File: src/epi_pkg.sv
// Purpose: Shared constants and types of the external pin interrupt unit.
// Assumes: 32-bit AXI4-Lite register access, one clock.
// Notes:   Register indices are scaled by four to give byte addresses.
package epi_pkg;

   localparam int NPINS = 16;

   // Register indices; byte address is four times the index.
   localparam logic [5:0] IDX_CTRL    = 6'h00;
   localparam logic [5:0] IDX_STATUS  = 6'h01;
   localparam logic [5:0] IDX_NMICFG  = 6'h02;
   localparam logic [5:0] IDX_NMIFLG  = 6'h03;
   localparam logic [5:0] IDX_EVCTL   = 6'h04;
   localparam logic [5:0] IDX_IENCLR  = 6'h08;
   localparam logic [5:0] IDX_IENSET  = 6'h0c;
   localparam logic [5:0] IDX_FLAGS   = 6'h10;
   localparam logic [5:0] IDX_WAKE    = 6'h14;
   localparam logic [5:0] IDX_CFG0    = 6'h18;
   localparam logic [5:0] IDX_CFG1    = 6'h1c;

   // Field positions.
   localparam int CTRL_SRST_BIT   = 0;
   localparam int CTRL_ENABLE_BIT = 1;
   localparam int STATUS_BUSY_BIT = 7;
   localparam int NMI_FILT_BIT    = 3;
   localparam int CFG_PINS_WORD   = 8;
   localparam int CFG_FIELD_W     = 4;

   // Reset values.
   localparam logic [15:0] RST_PINS = 16'h0000;
   localparam logic [31:0] RST_WORD = 32'h0000_0000;
   localparam logic [3:0]  RST_NMI  = 4'h0;

   // Sense selector codes.
   localparam logic [2:0] SENSE_NONE = 3'h0;
   localparam logic [2:0] SENSE_RISE = 3'h1;
   localparam logic [2:0] SENSE_FALL = 3'h2;
   localparam logic [2:0] SENSE_BOTH = 3'h3;
   localparam logic [2:0] SENSE_HIGH = 3'h4;
   localparam logic [2:0] SENSE_LOW  = 3'h5;

   // Timing: cycles of the control-domain transfer, and worst-case
   // latency of level detection without filter in bus clocks.
   localparam logic [1:0] SYNC_CYCLES   = 2'h2;
   localparam int         LEVEL_LAT_CYC = 3;

   // Bus responses.
   localparam logic [1:0] RESP_OKAY   = 2'h0;
   localparam logic [1:0] RESP_SLVERR = 2'h2;

   typedef struct packed {
      logic       filt;
      logic [2:0] sense;
   } epi_pin_cfg_t;

   typedef struct packed {
      logic       busy;
      logic [1:0] cnt;
      logic       en;
      logic       srst;
   } epi_sync_t;

endpackage

File: src/epi_top.sv
// Purpose: External pin interrupt unit with AXI4-Lite register access.
// Assumes: Pins are synchronous to MCLK; the detect clock is MCLK too.
// Notes:   All outputs are registered.
//
// Register access over AXI4-Lite and the address map were left to the implementer.
`timescale 1ns/1ps
module epi_top #(
   parameter int ADDR_W = 8
) (
   input  wire logic              MCLK,
   input  wire logic              RST_N,
   input  wire logic [15:0]       PIN_IN,
   input  wire logic              NMI_PIN,
   input  wire logic [ADDR_W-1:0] S_AXI_AWADDR,
   input  wire logic              S_AXI_AWVALID,
   output logic                   S_AXI_AWREADY,
   input  wire logic [31:0]       S_AXI_WDATA,
   input  wire logic [3:0]        S_AXI_WSTRB,
   input  wire logic              S_AXI_WVALID,
   output logic                   S_AXI_WREADY,
   output logic [1:0]             S_AXI_BRESP,
   output logic                   S_AXI_BVALID,
   input  wire logic              S_AXI_BREADY,
   input  wire logic [ADDR_W-1:0] S_AXI_ARADDR,
   input  wire logic              S_AXI_ARVALID,
   output logic                   S_AXI_ARREADY,
   output logic [31:0]            S_AXI_RDATA,
   output logic [1:0]             S_AXI_RRESP,
   output logic                   S_AXI_RVALID,
   input  wire logic              S_AXI_RREADY,
   output logic                   IRQ,
   output logic                   NMI_IRQ,
   output logic [15:0]            EVENT,
   output logic                   WAKE,
   output logic                   DETECT_CLK_REQ
);

   function automatic logic addr_known(input logic [5:0] idx);
      unique case (idx)
         epi_pkg::IDX_CTRL, epi_pkg::IDX_STATUS, epi_pkg::IDX_NMICFG,
         epi_pkg::IDX_NMIFLG, epi_pkg::IDX_EVCTL, epi_pkg::IDX_IENCLR,
         epi_pkg::IDX_IENSET, epi_pkg::IDX_FLAGS, epi_pkg::IDX_WAKE,
         epi_pkg::IDX_CFG0, epi_pkg::IDX_CFG1: addr_known = 1'b1;
         default: addr_known = 1'b0;
      endcase
   endfunction

   function automatic logic majority(input logic [2:0] s);
      majority = (s[0] & s[1]) | (s[1] & s[2]) | (s[0] & s[2]);
   endfunction

   function automatic logic sense_hit(input logic [2:0] sense,
                                      input logic       cur,
                                      input logic       prev);
      unique case (sense)
         epi_pkg::SENSE_RISE: sense_hit = cur & ~prev;
         epi_pkg::SENSE_FALL: sense_hit = ~cur & prev;
         epi_pkg::SENSE_BOTH: sense_hit = cur ^ prev;
         epi_pkg::SENSE_HIGH: sense_hit = cur;
         epi_pkg::SENSE_LOW:  sense_hit = ~cur;
         default:             sense_hit = 1'b0;
      endcase
   endfunction

   function automatic logic is_edge(input logic [2:0] sense);
      is_edge = (sense == epi_pkg::SENSE_RISE) ||
                (sense == epi_pkg::SENSE_FALL) ||
                (sense == epi_pkg::SENSE_BOTH);
   endfunction

   // Register state.
   logic              enable_q;
   logic [15:0]       evctl_q;
   logic [15:0]       inten_q;
   logic [15:0]       flag_q;
   logic [15:0]       wake_en_q;
   logic [31:0]       cfg_q [0:1];
   logic [3:0]        nmi_cfg_q;
   logic              nmi_flag_q;
   epi_pkg::epi_sync_t sync_q;
   logic              srst_go;

   // Bus slave state.
   logic              aw_full_q;
   logic              w_full_q;
   logic [5:0]        aw_idx_q;
   logic [31:0]       wdata_q;
   logic [3:0]        wstrb_q;
   logic [5:0]        ar_idx;
   logic [31:0]       wmask;
   logic              wr_go;
   logic              wr_ctrl;
   logic              wr_ok;
   logic              locked;

   // Detection.
   logic [15:0]       det;
   logic [15:0]       det_prev_q;
   logic [15:0]       need_clk;
   logic [2:0]        nmi_smp_q;
   logic              nmi_prev_q;
   logic              nmi_sig;
   logic              nmi_det;
   epi_pkg::epi_pin_cfg_t nmi_cfg;

   assign srst_go = sync_q.busy && sync_q.cnt == 2'h1 && sync_q.srst;
   assign wmask   = {{8{wstrb_q[3]}}, {8{wstrb_q[2]}},
                     {8{wstrb_q[1]}}, {8{wstrb_q[0]}}};
   assign wr_ctrl = aw_idx_q == epi_pkg::IDX_CTRL;
   // A control write arriving while a transfer is pending waits here,
   // holding the bus until the earlier transfer has landed.
   assign wr_go   = aw_full_q && w_full_q && !S_AXI_BVALID &&
                    !(wr_ctrl && sync_q.busy);
   assign wr_ok   = wr_go && addr_known(aw_idx_q);
   assign locked  = enable_q;
   assign ar_idx  = S_AXI_ARADDR[7:2];

   // Write address and data are taken in either order.
   always_ff @(posedge MCLK or negedge RST_N) begin
      if (!RST_N) begin
         S_AXI_AWREADY <= 1'b1;
         aw_full_q     <= 1'b0;
         aw_idx_q      <= 6'h00;
      end else if (S_AXI_AWVALID && S_AXI_AWREADY) begin
         S_AXI_AWREADY <= 1'b0;
         aw_full_q     <= 1'b1;
         aw_idx_q      <= S_AXI_AWADDR[7:2];
      end else if (wr_go) begin
         aw_full_q     <= 1'b0;
      end else if (S_AXI_BVALID && S_AXI_BREADY) begin
         S_AXI_AWREADY <= 1'b1;
      end
   end

   always_ff @(posedge MCLK or negedge RST_N) begin
      if (!RST_N) begin
         S_AXI_WREADY <= 1'b1;
         w_full_q     <= 1'b0;
         wdata_q      <= epi_pkg::RST_WORD;
         wstrb_q      <= 4'h0;
      end else if (S_AXI_WVALID && S_AXI_WREADY) begin
         S_AXI_WREADY <= 1'b0;
         w_full_q     <= 1'b1;
         wdata_q      <= S_AXI_WDATA;
         wstrb_q      <= S_AXI_WSTRB;
      end else if (wr_go) begin
         w_full_q     <= 1'b0;
      end else if (S_AXI_BVALID && S_AXI_BREADY) begin
         S_AXI_WREADY <= 1'b1;
      end
   end

   always_ff @(posedge MCLK or negedge RST_N) begin
      if (!RST_N) begin
         S_AXI_BVALID <= 1'b0;
         S_AXI_BRESP  <= epi_pkg::RESP_OKAY;
      end else if (wr_go) begin
         S_AXI_BVALID <= 1'b1;
         S_AXI_BRESP  <= wr_ok ? epi_pkg::RESP_OKAY
                               : epi_pkg::RESP_SLVERR;
      end else if (S_AXI_BREADY) begin
         S_AXI_BVALID <= 1'b0;
      end
   end

   // Control transfer into the detect side: busy rises at once.
   always_ff @(posedge MCLK or negedge RST_N) begin
      if (!RST_N) begin
         sync_q <= '0;
      end else if (wr_ok && wr_ctrl && wstrb_q[0]) begin
         sync_q.busy <= 1'b1;
         sync_q.cnt  <= epi_pkg::SYNC_CYCLES;
         sync_q.en   <= wdata_q[epi_pkg::CTRL_ENABLE_BIT];
         sync_q.srst <= wdata_q[epi_pkg::CTRL_SRST_BIT];
      end else if (sync_q.busy) begin
         sync_q.cnt <= sync_q.cnt - 2'h1;
         if (sync_q.cnt == 2'h1) begin
            sync_q <= '0;
         end
      end
   end

   always_ff @(posedge MCLK or negedge RST_N) begin
      if (!RST_N) begin
         enable_q <= 1'b0;
      end else if (srst_go) begin
         enable_q <= 1'b0;
      end else if (sync_q.busy && sync_q.cnt == 2'h1) begin
         enable_q <= sync_q.en;
      end
   end

   // Enable-protected configuration.
   always_ff @(posedge MCLK or negedge RST_N) begin
      if (!RST_N) begin
         evctl_q   <= epi_pkg::RST_PINS;
         wake_en_q <= epi_pkg::RST_PINS;
         cfg_q[0]  <= epi_pkg::RST_WORD;
         cfg_q[1]  <= epi_pkg::RST_WORD;
         nmi_cfg_q <= epi_pkg::RST_NMI;
      end else if (srst_go) begin
         evctl_q   <= epi_pkg::RST_PINS;
         wake_en_q <= epi_pkg::RST_PINS;
         cfg_q[0]  <= epi_pkg::RST_WORD;
         cfg_q[1]  <= epi_pkg::RST_WORD;
         nmi_cfg_q <= epi_pkg::RST_NMI;
      end else if (wr_ok && !locked) begin
         unique case (aw_idx_q)
            epi_pkg::IDX_EVCTL:
               evctl_q <= (evctl_q & ~wmask[15:0]) |
                          (wdata_q[15:0] & wmask[15:0]);
            epi_pkg::IDX_WAKE:
               wake_en_q <= (wake_en_q & ~wmask[15:0]) |
                            (wdata_q[15:0] & wmask[15:0]);
            epi_pkg::IDX_CFG0:
               cfg_q[0] <= (cfg_q[0] & ~wmask) | (wdata_q & wmask);
            epi_pkg::IDX_CFG1:
               cfg_q[1] <= (cfg_q[1] & ~wmask) | (wdata_q & wmask);
            epi_pkg::IDX_NMICFG:
               if (wstrb_q[0]) begin
                  nmi_cfg_q <= wdata_q[3:0];
               end
            default: ;
         endcase
      end
   end

   always_ff @(posedge MCLK or negedge RST_N) begin
      if (!RST_N) begin
         inten_q <= epi_pkg::RST_PINS;
      end else if (srst_go) begin
         inten_q <= epi_pkg::RST_PINS;
      end else if (wr_ok && aw_idx_q == epi_pkg::IDX_IENSET) begin
         inten_q <= inten_q | (wdata_q[15:0] & wmask[15:0]);
      end else if (wr_ok && aw_idx_q == epi_pkg::IDX_IENCLR) begin
         inten_q <= inten_q & ~(wdata_q[15:0] & wmask[15:0]);
      end
   end

   // Flags: a detection in the clearing cycle wins over the clear.
   always_ff @(posedge MCLK or negedge RST_N) begin
      if (!RST_N) begin
         flag_q <= epi_pkg::RST_PINS;
      end else if (srst_go) begin
         flag_q <= epi_pkg::RST_PINS;
      end else if (wr_ok && aw_idx_q == epi_pkg::IDX_FLAGS) begin
         flag_q <= (flag_q & ~(wdata_q[15:0] & wmask[15:0])) | det;
      end else begin
         flag_q <= flag_q | det;
      end
   end

   always_ff @(posedge MCLK or negedge RST_N) begin
      if (!RST_N) begin
         nmi_flag_q <= 1'b0;
      end else if (srst_go) begin
         nmi_flag_q <= 1'b0;
      end else if (wr_ok && aw_idx_q == epi_pkg::IDX_NMIFLG &&
                   wstrb_q[0] && wdata_q[0]) begin
         nmi_flag_q <= nmi_det;
      end else begin
         nmi_flag_q <= nmi_flag_q | nmi_det;
      end
   end

   // Pin detection.
   generate
      for (genvar g = 0; g < epi_pkg::NPINS; g++) begin : g_pin
         epi_pkg::epi_pin_cfg_t pcfg;
         logic [2:0]            smp_q;
         logic                  prev_q;
         logic                  sig;

         assign pcfg = epi_pkg::epi_pin_cfg_t'(
            cfg_q[g / epi_pkg::CFG_PINS_WORD]
                 [epi_pkg::CFG_FIELD_W * (g % epi_pkg::CFG_PINS_WORD)
                  +: epi_pkg::CFG_FIELD_W]);
         // An unfiltered pin is looked at directly, so level detection
         // costs only the flag and output stages.
         assign sig = pcfg.filt ? majority(smp_q) : PIN_IN[g];
         assign det[g] = enable_q &&
                         sense_hit(pcfg.sense, sig, prev_q);
         assign need_clk[g] = pcfg.filt || is_edge(pcfg.sense);

         always_ff @(posedge MCLK or negedge RST_N) begin
            if (!RST_N) begin
               smp_q  <= 3'h0;
               prev_q <= 1'b0;
            end else begin
               smp_q  <= {smp_q[1:0], PIN_IN[g]};
               prev_q <= sig;
            end
         end
      end
   endgenerate

   // Nonmaskable detection ignores the unit enable.
   assign nmi_cfg = epi_pkg::epi_pin_cfg_t'(nmi_cfg_q);
   assign nmi_sig = nmi_cfg.filt ? majority(nmi_smp_q) : NMI_PIN;
   assign nmi_det = sense_hit(nmi_cfg.sense, nmi_sig, nmi_prev_q);

   always_ff @(posedge MCLK or negedge RST_N) begin
      if (!RST_N) begin
         nmi_smp_q  <= 3'h0;
         nmi_prev_q <= 1'b0;
      end else begin
         nmi_smp_q  <= {nmi_smp_q[1:0], NMI_PIN};
         nmi_prev_q <= nmi_sig;
      end
   end

   // Outputs.
   always_ff @(posedge MCLK or negedge RST_N) begin
      if (!RST_N) begin
         IRQ            <= 1'b0;
         NMI_IRQ        <= 1'b0;
         EVENT          <= 16'h0000;
         WAKE           <= 1'b0;
         DETECT_CLK_REQ <= 1'b0;
         det_prev_q     <= 16'h0000;
      end else begin
         IRQ     <= |(flag_q & inten_q);
         NMI_IRQ <= nmi_flag_q;
         // A held level gives one pulse, not a stream of them.
         EVENT      <= evctl_q & det & ~det_prev_q;
         det_prev_q <= det;
         WAKE       <= |(wake_en_q & det);
         DETECT_CLK_REQ <= (enable_q && |need_clk) ||
                           nmi_cfg.filt ||
                           is_edge(nmi_cfg.sense);
      end
   end

   // Read channel answers one cycle after the address is taken.
   always_ff @(posedge MCLK or negedge RST_N) begin
      if (!RST_N) begin
         S_AXI_ARREADY <= 1'b1;
         S_AXI_RVALID  <= 1'b0;
         S_AXI_RDATA   <= epi_pkg::RST_WORD;
         S_AXI_RRESP   <= epi_pkg::RESP_OKAY;
      end else if (S_AXI_ARVALID && S_AXI_ARREADY) begin
         S_AXI_ARREADY <= 1'b0;
         S_AXI_RVALID  <= 1'b1;
         S_AXI_RRESP   <= addr_known(ar_idx) ? epi_pkg::RESP_OKAY
                                             : epi_pkg::RESP_SLVERR;
         S_AXI_RDATA   <= epi_pkg::RST_WORD;
         unique case (ar_idx)
            epi_pkg::IDX_CTRL: begin
               S_AXI_RDATA[epi_pkg::CTRL_ENABLE_BIT] <= enable_q;
               S_AXI_RDATA[epi_pkg::CTRL_SRST_BIT]   <= sync_q.srst;
            end
            epi_pkg::IDX_STATUS:
               S_AXI_RDATA[epi_pkg::STATUS_BUSY_BIT] <= sync_q.busy;
            epi_pkg::IDX_NMICFG: S_AXI_RDATA[3:0]  <= nmi_cfg_q;
            epi_pkg::IDX_NMIFLG: S_AXI_RDATA[0]    <= nmi_flag_q;
            epi_pkg::IDX_EVCTL:  S_AXI_RDATA[15:0] <= evctl_q;
            epi_pkg::IDX_IENCLR,
            epi_pkg::IDX_IENSET: S_AXI_RDATA[15:0] <= inten_q;
            epi_pkg::IDX_FLAGS:  S_AXI_RDATA[15:0] <= flag_q;
            epi_pkg::IDX_WAKE:   S_AXI_RDATA[15:0] <= wake_en_q;
            epi_pkg::IDX_CFG0:   S_AXI_RDATA       <= cfg_q[0];
            epi_pkg::IDX_CFG1:   S_AXI_RDATA       <= cfg_q[1];
            default: ;
         endcase
      end else if (S_AXI_RVALID && S_AXI_RREADY) begin
         S_AXI_RVALID  <= 1'b0;
         S_AXI_ARREADY <= 1'b1;
      end
   end

endmodule

File: config.mk
export PLATFORM = sky130hd
export DESIGN_NAME = epi_top
export DESIGN_NICKNAME = d
export VERILOG_FILES = /design/src/epi_pkg.sv /design/src/epi_top.sv
export SDC_FILE = /design/constraint.sdc
export NUM_CORES = 1
export LEC_CHECK = 0
export BUFFER_PORTS_ARGS = -buffer_cell sky130_fd_sc_hd__buf_4
export CORE_UTILIZATION = 25
export CTS_BUF_LIST = sky130_fd_sc_hd__clkbuf_4 sky130_fd_sc_hd__clkbuf_8 sky130_fd_sc_hd__clkbuf_16
export DETAILED_ROUTE_END_ITERATION = 7
export SLEW_MARGIN = 20
export SYNTH_ARGS = -nofsm -noshare
export SYNTH_HDL_FRONTEND = slang
export SYNTH_SLANG_ARGS = --single-unit
File: constraint.sdc
create_clock -name MCLK -period 2.8 [get_ports MCLK]
set_clock_uncertainty 0.15 [all_clocks]
set_input_delay 0.56 -clock MCLK [delete_from_list [all_inputs] [get_ports MCLK]]
set_output_delay 0.56 -clock MCLK [all_outputs]
set_load 0.005 [all_outputs]
Word level (Yosys, flattened, before mapping):

Memories as Yosys holds them, arrays and structs flattened.
Index checks and enable logic that the tools add are counted.

* bits of input ports: 76
* flip-flop bits (word level): 328
* ROM bits: 64
* memories: 2
* word-level logic and storage cells: 579

* bitwise logic cells: 194
* multiplexer cells: 85
* add/subtract/negate cells: 1
* reduce and logical (&&, ||, !) cells: 124
* equality and inequality tests: 107

Memories
* (no name shown): words 32, width 1, read ports 1, clocked after memory_dff 0, write ports 0, line epi_top.sv:39 `unique case (idx)`
* (no name shown): words 32, width 1, read ports 1, clocked after memory_dff 0, write ports 0, line epi_top.sv:39

Operators with widths (count)
* $mux 16: 11
* $and 16x16->16: 9
* $mux 64: 2
* $eq 3x2->1 const B: 34
* $eq 3x3->1 const B: 34
* $and 32x32->32: 3
* $and 1x1->1: 85
* $pmux 1 s5: 17
* $or 16x16->16: 5
* $mux 32: 2
* $or 32x32->32: 2
* $logic_or 1x1->1: 52
* $eq 3x1->1 const B: 17
* $eq 6x5->1 const B: 8
* $not 16->16: 3
* $pmux 8 s6: 1
* $reduce_or 16->1: 3
* $logic_and 1x1->1: 38
* $mux 1: 37
* $or 1x1->1: 35
* $not 1->1: 34
* $not 32->32: 1
* $pmux 16 s2: 1
* $reduce_bool 2->1: 16
* 22 further kinds: 61

Depth between registers and ports, before layout:

Gate-level depths: netlist of the first run.

* word-level depth: 11
* mapped depth: 12
* depth with buffers taken out: 11

Worst setup path after synthesis of the first run:

OpenSTA, ideal clock, no wires.

* path type: register -> register
* start point: register g_pin[13].smp_q[1]
* end point: register WAKE
* path buffers: 0
* period minus slack after synthesis: 2399 ps
* library setup time: 73 ps
* arrival: 2176 ps
* cell stages (with the launch flop): 10
* slack: 401 ps
* data required time: 2577 ps
* cells stage by stage: dfrtp_1 -> maj3_1 -> mux2i_1 -> inv_1 -> ha_1 -> a2111oi_0 -> o21ai_0 -> a31o_2 -> o221ai_1 -> nand4bb_1

* word-level cells in the longest chain between the ends: 10
* elaborated cells between the ends (all ways): 13
* classes of those cells: mux (2); bitwise (9); reduce/logical (2)

RTL lines
* from (decl): line epi_top.sv:270 `logic [2:0] smp_q;`
* from (signal assigned): line epi_top.sv:290 `smp_q <= {smp_q[1:0], PIN_IN[g]};`
* $and 1x1->1: line epi_top.sv:49 `majority = (s[0] & s[1]) | (s[1] & s[2]) | (s[0] & s[2]);`
* $or 1x1->1 * (2 in series): line epi_top.sv:49
* $mux 1 *: line epi_top.sv:280 `assign sig = pcfg.filt ? majority(smp_q) : PIN_IN[g];`
* net g_pin[13].sig: line epi_top.sv:272 `logic sig;`
* $not 1->1: line epi_top.sv:57, epi_top.sv:60
* $and 1x1->1: line epi_top.sv:57 `epi_pkg::SENSE_FALL: sense_hit = ~cur & prev;`
* $pmux 1 s5 *: line epi_top.sv:55 `unique case (sense)`
* $logic_and 1x1->1 *: line epi_top.sv:281 `assign det[g] = enable_q &&`
* $and 16x16->16 *: line epi_top.sv:327 `WAKE <= |(wake_en_q & det);`
* $reduce_or 16->1 *: line epi_top.sv:327
* to (signal assigned): line epi_top.sv:327
* to (decl): line epi_top.sv:34 `output logic WAKE,`

The timed path passes the listed nets; every way through them passes the cells marked *.
A chain may end at the register's enable or synchronous reset.

Worst setup path in the final report of the first run:

* start point: input port PIN_IN[2]
* end point: register WAKE

* word-level cells in the longest chain between the ends: 7
* elaborated cells between the ends (all ways): 9
* classes of those cells: mux (2); bitwise (5); reduce/logical (2)

RTL lines
* from (decl): line epi_top.sv:12 `input wire logic [15:0] PIN_IN,`
* $mux 1 *: line epi_top.sv:280
* net g_pin[2].sig: line epi_top.sv:272
* $not 1->1: line epi_top.sv:57, epi_top.sv:60
* $and 1x1->1: line epi_top.sv:57
* $pmux 1 s5 *: line epi_top.sv:55
* $logic_and 1x1->1 *: line epi_top.sv:281
* $and 16x16->16 *: line epi_top.sv:327
* $reduce_or 16->1 *: line epi_top.sv:327

Marks and branches as above.

==> results.sh, run 1 <==
export IMPL_yosysUniqueCellTypes=67
export IMPL_use_met2_pct=26.3
export IMPL_synth_mux_area_share_pct=6.73
export IMPL_ir_drop_v=0.000398
export IMPL_dp_cells=2392
export IMPL_synthXorXnorAreaFrac_pct=0.0575
export IMPL_antenna_found_initial=0
export IMPL_cts_tree="done"
export IMPL_die_area_sq_mm=0.0619
export IMPL_clk_latency_ns=0.55
export IMPL_rr_endpoint="WAKE"
export IMPL_grtUsageMet3_pct=2.52
export IMPL_required_ns=3.05
export IMPL_totalNegativeSetupSlack_ns=0
export IMPL_final_common_cell="dfrtp_1"
export IMPL_vias=12300
export IMPL_slew_violations=0
export IMPL_dieHeight_um=249
export IMPL_crit_start="PIN_IN[2]"
export IMPL_regArea_sq_mm=0.00816
export IMPL_min_period_ns=2.68
export IMPL_grt_pass1_vias=12600
export IMPL_grt_busiest_layer="met2"
export IMPL_layout_nets=1779
export IMPL_rsz0062_at_grt="no"
export IMPL_finalWirelength_um=48600
export IMPL_r2r_setup_slack_ns=0.17
export IMPL_hold_path_class="input pin to register"
export IMPL_std_cell_rows=90
export IMPL_ys_warn_count=0
export IMPL_cts_sinks=326
export IMPL_status="finished clean"
export IMPL_cts_made_buffers=36
export IMPL_wl_per_cell_um=19.6
export IMPL_placed_area_sq_mm=0.0174
export IMPL_p_leak_nw=8.60
export IMPL_period_share_pct=95.6
export IMPL_synth_area_per_cell_sq_um=10.0
export IMPL_synth_simple_area_share_pct=16.9
export IMPL_path_class="input pin to register"
export IMPL_die_w_um=249
export IMPL_start_kind="input pin"
export IMPL_synth_async_reset_ratio_pct=100
export IMPL_yosys_most_used_dff="dfrtp_1"
export IMPL_first_iter_violations=1102
export IMPL_ys_seq_area_share_pct=53.6
export IMPL_synth_compound_area_share_pct=14.2
export IMPL_globalplace_congestion=0.876
export IMPL_syn_to_final_growth_pct=23.7
export IMPL_ant_nets=0
export IMPL_clk_pin_slew_ns=0.06
export IMPL_port_buffers=130
export IMPL_setup_violations=0
export IMPL_avgViaCountPerCell=4.98
export IMPL_cts_max_path_buffers=3
export IMPL_grt_max_degree=134
export IMPL_h_tree_depth=2
export IMPL_initial_core_util_pct=25.3
export IMPL_worstSetupEndpointType="register"
export IMPL_ys_ff_latch=326
export IMPL_grt_pass1_wl_um=75500
export IMPL_power_per_cell_area_mw_per_mm2=875
export IMPL_reg2reg_from="g_pin[13].smp_q[1]"
export IMPL_crit_arrival_ns=2.93
export IMPL_dp_hpwl_um=34700
export IMPL_synth_top_family_by_area="simple AND/OR/NAND/NOR gates"
export IMPL_drt_pass1_iter_count=7
export IMPL_ios=137
export IMPL_cts_root_buffer="clkbuf_16"
export IMPL_maxCapViolCount=0
export IMPL_synth_edf_count=0
export IMPL_grtUsageMet1_pct=19.9
export IMPL_synth_area_sq_mm=0.0152
export IMPL_diodes=0
export IMPL_final_cell_mix="dfrtp_1, nand2_1, buf_4"
export IMPL_drc=0
export IMPL_core_area_sq_mm=0.0602
export IMPL_crit_fanout=3
export IMPL_slew_headroom_pct=50.3
export IMPL_grtUsageTotal_pct=15.6
export IMPL_ff2ff_path_depth=9
export IMPL_drive_gt1_share_pct=19.9
export IMPL_nFillCells=6096
export IMPL_hold_depth=2
export IMPL_grt_overflow_total=0
export IMPL_max_freq_ghz=0.374
export IMPL_hold_viol_final=0
export IMPL_synth_adder_area_share_pct=3.84
export IMPL_final_area_sq_mm=0.0188
export IMPL_worst_slew_pin_slew_ns=0.745
export IMPL_multi_input_area_sq_mm=0.00641
export IMPL_critPathCapture="WAKE"
export IMPL_stdcell_count=2477
export IMPL_syn_inst=1517
where the power goes:
group	total (W)	leakage (nW)	switching (W)	internal, W
logic	0.00399	3.86	0.00205	0.00194
clock network	0.00488	0.608	0.00200	0.00288
registers	0.00763	4.13	0.00177	0.00587
sequential cells by signal, indices dropped and copies added (netlist names), 5 cells and up:
register,count
EVENT,16
S_AXI_RDATA,32
aw_idx_q,6
cfg_q,64
det_prev_q,16
evctl_q,16
flag_q,16
g_pin.prev_q,16
g_pin.smp_q,48
inten_q,16
sync_q,5
wake_en_q,16
wdata_q,32
worst min path at each step:
stage                                end  slack (ns)           from
after CTS                  S_AXI_AWREADY       0.006  S_AXI_AWVALID
after global placement      nmi_smp_q[1]        0.22   nmi_smp_q[0]
after global routing       S_AXI_AWREADY       0.008  S_AXI_AWVALID
after floorplan           DETECT_CLK_REQ        0.11          RST_N
after detailed placement    nmi_smp_q[1]        0.23   nmi_smp_q[0]
final                      S_AXI_AWREADY        0.02  S_AXI_AWVALID
metrics by stage:
step           hold slack, ns  setup slack, ns  total power [W]  utilization [%]
2_1_floorplan           0.114            0.401          0.00949                -
3_3_place_gp            0.215            0.144           0.0115             28.9
3_5_place_dp            0.229           0.0570           0.0117             28.9
4_1_cts               0.00594           0.0161           0.0166             31.2
5_1_grt               0.00813           0.0108           0.0174             31.3
6_report               0.0201            0.124           0.0165             31.3
layout make-up:
| class | instances | area share [%] |
|---|---|---|
| flip-flops and latches | 326 | 43.3 |
| clock inverters | 13 | 0.677 |
| multi-input cells | 1019 | 34.0 |
| repair buffers | 210 | 9.57 |
| clock buffers | 52 | 5.74 |
| inverters | 75 | 1.49 |
| well taps | 782 | 5.19 |
layer usage:
| layer | vias to the layer above | part of all wire, % | routed length (um) |
|---|---|---|---|
| li1 | 5623 | - | - |
| met5 | - | 0 | 0 |
| met2 | 398 | 48 | 23500 |
| met1 | 6202 | 42 | 20500 |
| met4 | 0 | 3.8 | 1860 |
| met3 | 106 | 5.5 | 2670 |
repair_timing:
| action | 4_1_cts | 5_1_grt |
|---|---|---|
| setup buffers | 0 | 2 |
| resized for setup | 0 | 10 |
| setup endpoints to repair | 0 | 3 |
| endpoints found under the hold margin | 86 | 0 |
| hold buffers | 18 | 0 |
worst max-delay path: stages:
cell	delay, ns
dlygate4sd3_1	0.56
buf_4	0.15
nor2b_1	0.13
a21oi_1	0.17
inv_1	0.08
ha_1	0.18
a21oi_1	0.15
nor3_1	0.07
a31oi_1	0.31
o22ai_2	0.17
nor4_2	0.26
nand4bb_1	0.13
Yosys cell counts (all sizes together) (5+ instances only):
cell    count  area, sq um
nor3       15         85.1
mux2       43          484
nor2b      25          156
a21o       11         82.6
a21oi     117          586
nor4       13          124
and3        5         31.3
nor3b      15          113
nand3      82          415
a21boi     10         75.1
clkbuf     71          267
o22ai      11         68.8
nor2      160          636
nand2b     14         87.6
ha         35          438
a221oi     34          298
a222oi     15          150
a311o      12          120
inv        75          282
buf        27          176
a31oi      28          175
o21ai      38          190
a211o      14          123
maj3       14          146
mux2i      54          541
nand2     198          748
dfrtp     323         8080
a22o        7         61.3
kinds of logic after synthesis:
family,count (synthesis)
buffers and inverters,173
XOR/XNOR,1
flip-flops,326
AND/OR/NAND/NOR,546
other,1
AO/OA/AOI/OAI,324
multiplexers,97
adder cells (fa/ha/maj),49
No activity file was read; power rests on OpenSTA's default activity.
==> inputs of run 2 (changes only) <==
- ABC_AREA: unset -> 1
- CORE_UTILIZATION: 25 -> 40
==> run 2 against run 1 <==
  * Power is 11% lower
  * Register-to-register slack better by 0.23 ns
  * Area after synthesis increased by 2.6%
  * Fmax grew 2.8%
  * First-iteration DRC count decreased by 7.8%
  * Clock power grew 9.4%
  * Highest routed layer unchanged
==> results.sh, run 2 <==
export IMPL_status="finished clean"
export IMPL_antenna_found_initial=0
export IMPL_rsz0062_at_grt="no"
export IMPL_die_w_um=200
export IMPL_die_area_sq_mm=0.0399
export IMPL_synth_top_area_share_pct=51.7
export IMPL_maxCapViolCount=0
export IMPL_yosys_most_used_dff="dfrtp_1"
export IMPL_grt_overflow_total=0
export IMPL_dp_hpwl_um=33000
export IMPL_r2r_setup_slack_ns=0.40
export IMPL_synth_area_sq_mm=0.0156
export IMPL_core_area_sq_mm=0.0386
export IMPL_worstSetupEndpointType="register"
export IMPL_grtUsageTotal_pct=24.5
export IMPL_largest_reg_flops=64
export IMPL_clk_latency_ns=0.55
export IMPL_power_per_cell_area_mw_per_mm2=777
export IMPL_yosysTopAreaCell="dfrtp_1"
export IMPL_slew_violations=0
export IMPL_ys_warn_count=0
export IMPL_ys_ff_latch=326
export IMPL_top_layer="met4"
export IMPL_grt_pass1_vias=13200
export IMPL_vias=13400
export IMPL_final_cell_mix="nand2_1, dfrtp_1, inv_1"
export IMPL_synth_async_reset_ratio_pct=100
export IMPL_p_leak_nw=9.40
export IMPL_path_class="input pin to register"
export IMPL_yosysUniqueCellTypes=44
export IMPL_cts_max_path_buffers=3
export IMPL_fin_util_pct=49.3
export IMPL_cts_root_buffer="clkbuf_16"
export IMPL_required_ns=3.11
export IMPL_port_buffers=130
export IMPL_syn_inst=1844
export IMPL_cts_made_buffers=38
export IMPL_avgViaCountPerCell=5.25
export IMPL_wl_met1_um=20600
export IMPL_regMostFlops="cfg_q"
export IMPL_netlist_top_cells_area="dfrtp_1, nand2_1, inv_1, o21ai_0, nand3_1"
export IMPL_std_cell_rows=72
export IMPL_cts_sinks=326
export IMPL_drc=0
export IMPL_yosysMostFrequentCell="nand2_1"
export IMPL_wl_per_cell_um=18.3
export IMPL_dr_wl_met3_um=2770
export IMPL_ys_top_cells_by_count="nand2_1, dfrtp_1, inv_1"
export IMPL_crit_fanout=3
export IMPL_drt_pass1_iter_count=6
export IMPL_final_common_cell="nand2_1"
export IMPL_ios=137
export IMPL_min_period_ns=2.60
export IMPL_syn_to_final_growth_pct=21.6
export IMPL_h_tree_depth=2
export IMPL_ir_drop_v=0.000445
export IMPL_hold_path_class="input pin to register"
export IMPL_period_share_pct=93.0
export IMPL_grt_pass1_wl_um=73800
export IMPL_hold_viol_final=0
export IMPL_crit_arrival_ns=2.92
export IMPL_cts_resized=0
export IMPL_first_iter_violations=1016
export IMPL_totalNegativeSetupSlack_ns=0
export IMPL_ant_nets=0
export IMPL_globalplace_congestion=0.885
export IMPL_slew_headroom_pct=50.8
export IMPL_synth_area_per_cell_sq_um=8.48
export IMPL_finalWirelength_um=46700
export IMPL_finalPower_w=0.0148
export IMPL_clk_pin_slew_ns=0.06
export IMPL_max_freq_ghz=0.384
export IMPL_drive_gt1_share_pct=15.9
export IMPL_wl_met2_um=21400
export IMPL_setup_violations=0
export IMPL_dp_cells=2464
export IMPL_diodes=0
export IMPL_grt_max_degree=78
export IMPL_stdcell_count=2550
export IMPL_start_kind="input pin"
export IMPL_synth_edf_count=0
export IMPL_layout_nets=2115
export IMPL_ys_seq_area_share_pct=52.2
export IMPL_worst_slew_pin_slew_ns=0.738
export IMPL_dieHeight_um=200
export IMPL_cts_tree="done"
export IMPL_initial_core_util_pct=40.5
export IMPL_reg_top3="cfg_q (64), g_pin.smp_q (48)"
## run 2: cell types whose count changed in the layout (fill, tap and decap cells not counted), moves of 32 or more
cell | before | now
o21ai_0 | 38 | 148
inv_1 | 75 | 219
a221oi_1 | 34 | 2
mux2i_1 | 53 | 0
nand2_1 | 195 | 459
o22ai_1 | 10 | 54
nor2_1 | 154 | 79
o21ai_1 | 0 | 39
nand3_1 | 81 | 128
## run 2: repair_timing
item	CTS	global route
endpoints found under the hold margin	75	0
hold buffers	18	0
buffers inserted	0	0
## run 2: routing by layer
metal	vias up	track usage, %
li1	6384	-
met1	6480	33.3
met2	423	38.5
met3	103	3.70
met4	0	11.4
met5	-	0
## run 2: final timing paths
kind / startpoint / end / cells past startpoint
setup reg to reg: aw_idx_q[1] / inten_q[0] / 10
min in group asynchronous: RST_N / S_AXI_RDATA[31] / 2
setup / recovery: PIN_IN[3] / EVENT[3] / 11
max in group asynchronous: RST_N / evctl_q[11] / 3
hold reg to reg: nmi_smp_q[1] / nmi_smp_q[2] / 0
hold / removal: S_AXI_BREADY / S_AXI_BVALID / 2
## run 2: kinds of logic (layout without fill, tap and decap cells)
group,Yosys count,in the layout,synth area share [%]
compound gates,406,406,14.3
xor+xnor,1,1,0.0560
fa+ha+maj,35,35,2.80
buf+inv,296,483,7.38
flops,326,326,52.2
mux,36,36,2.59
other cells,1,2,0.0240
simple gates,743,743,20.6
## run 2: through the flow
step	instance area (sq um)	hold slack [ns]	worst slack, ns
floorplan	15600	0.114	0.670
global placement	17500	0.202	0.283
detailed placement	17500	0.209	0.228
CTS	19000	0.0327	0.258
global route	19000	0.0520	0.0267
finish	19000	0.0586	0.195
## run 2: final cells by class
class                           count  area, sq um
Fill cell                        3729        19600
Sequential cell                   326         8160
Multi-Input combinational cell   1223         6320
Timing Repair Buffer              190         1680
Clock buffer                       52         1140
Inverter                          225          845
Tap cell                          518          648
Clock inverter                     16          215
## run 2: power breakdown
part           total [W]  leakage (nW)  switching (W)  internal, W
Clock            0.00534         0.677        0.00204      0.00330
Combinational    0.00338          4.56        0.00213      0.00125
Sequential       0.00604          4.16       0.000658      0.00538
Total             0.0148          9.40        0.00483      0.00994
## run 2: critical path, stage by stage
cell	delay, ns
dlygate4sd3_1	0.55
buf_4	0.15
or2_2	0.28
nand2_1	0.11
inv_1	0.07
ha_1	0.29
a21oi_1	0.15
o21ai_0	0.09
a21oi_1	0.22
nand2_1	0.24
nor3_1	0.19
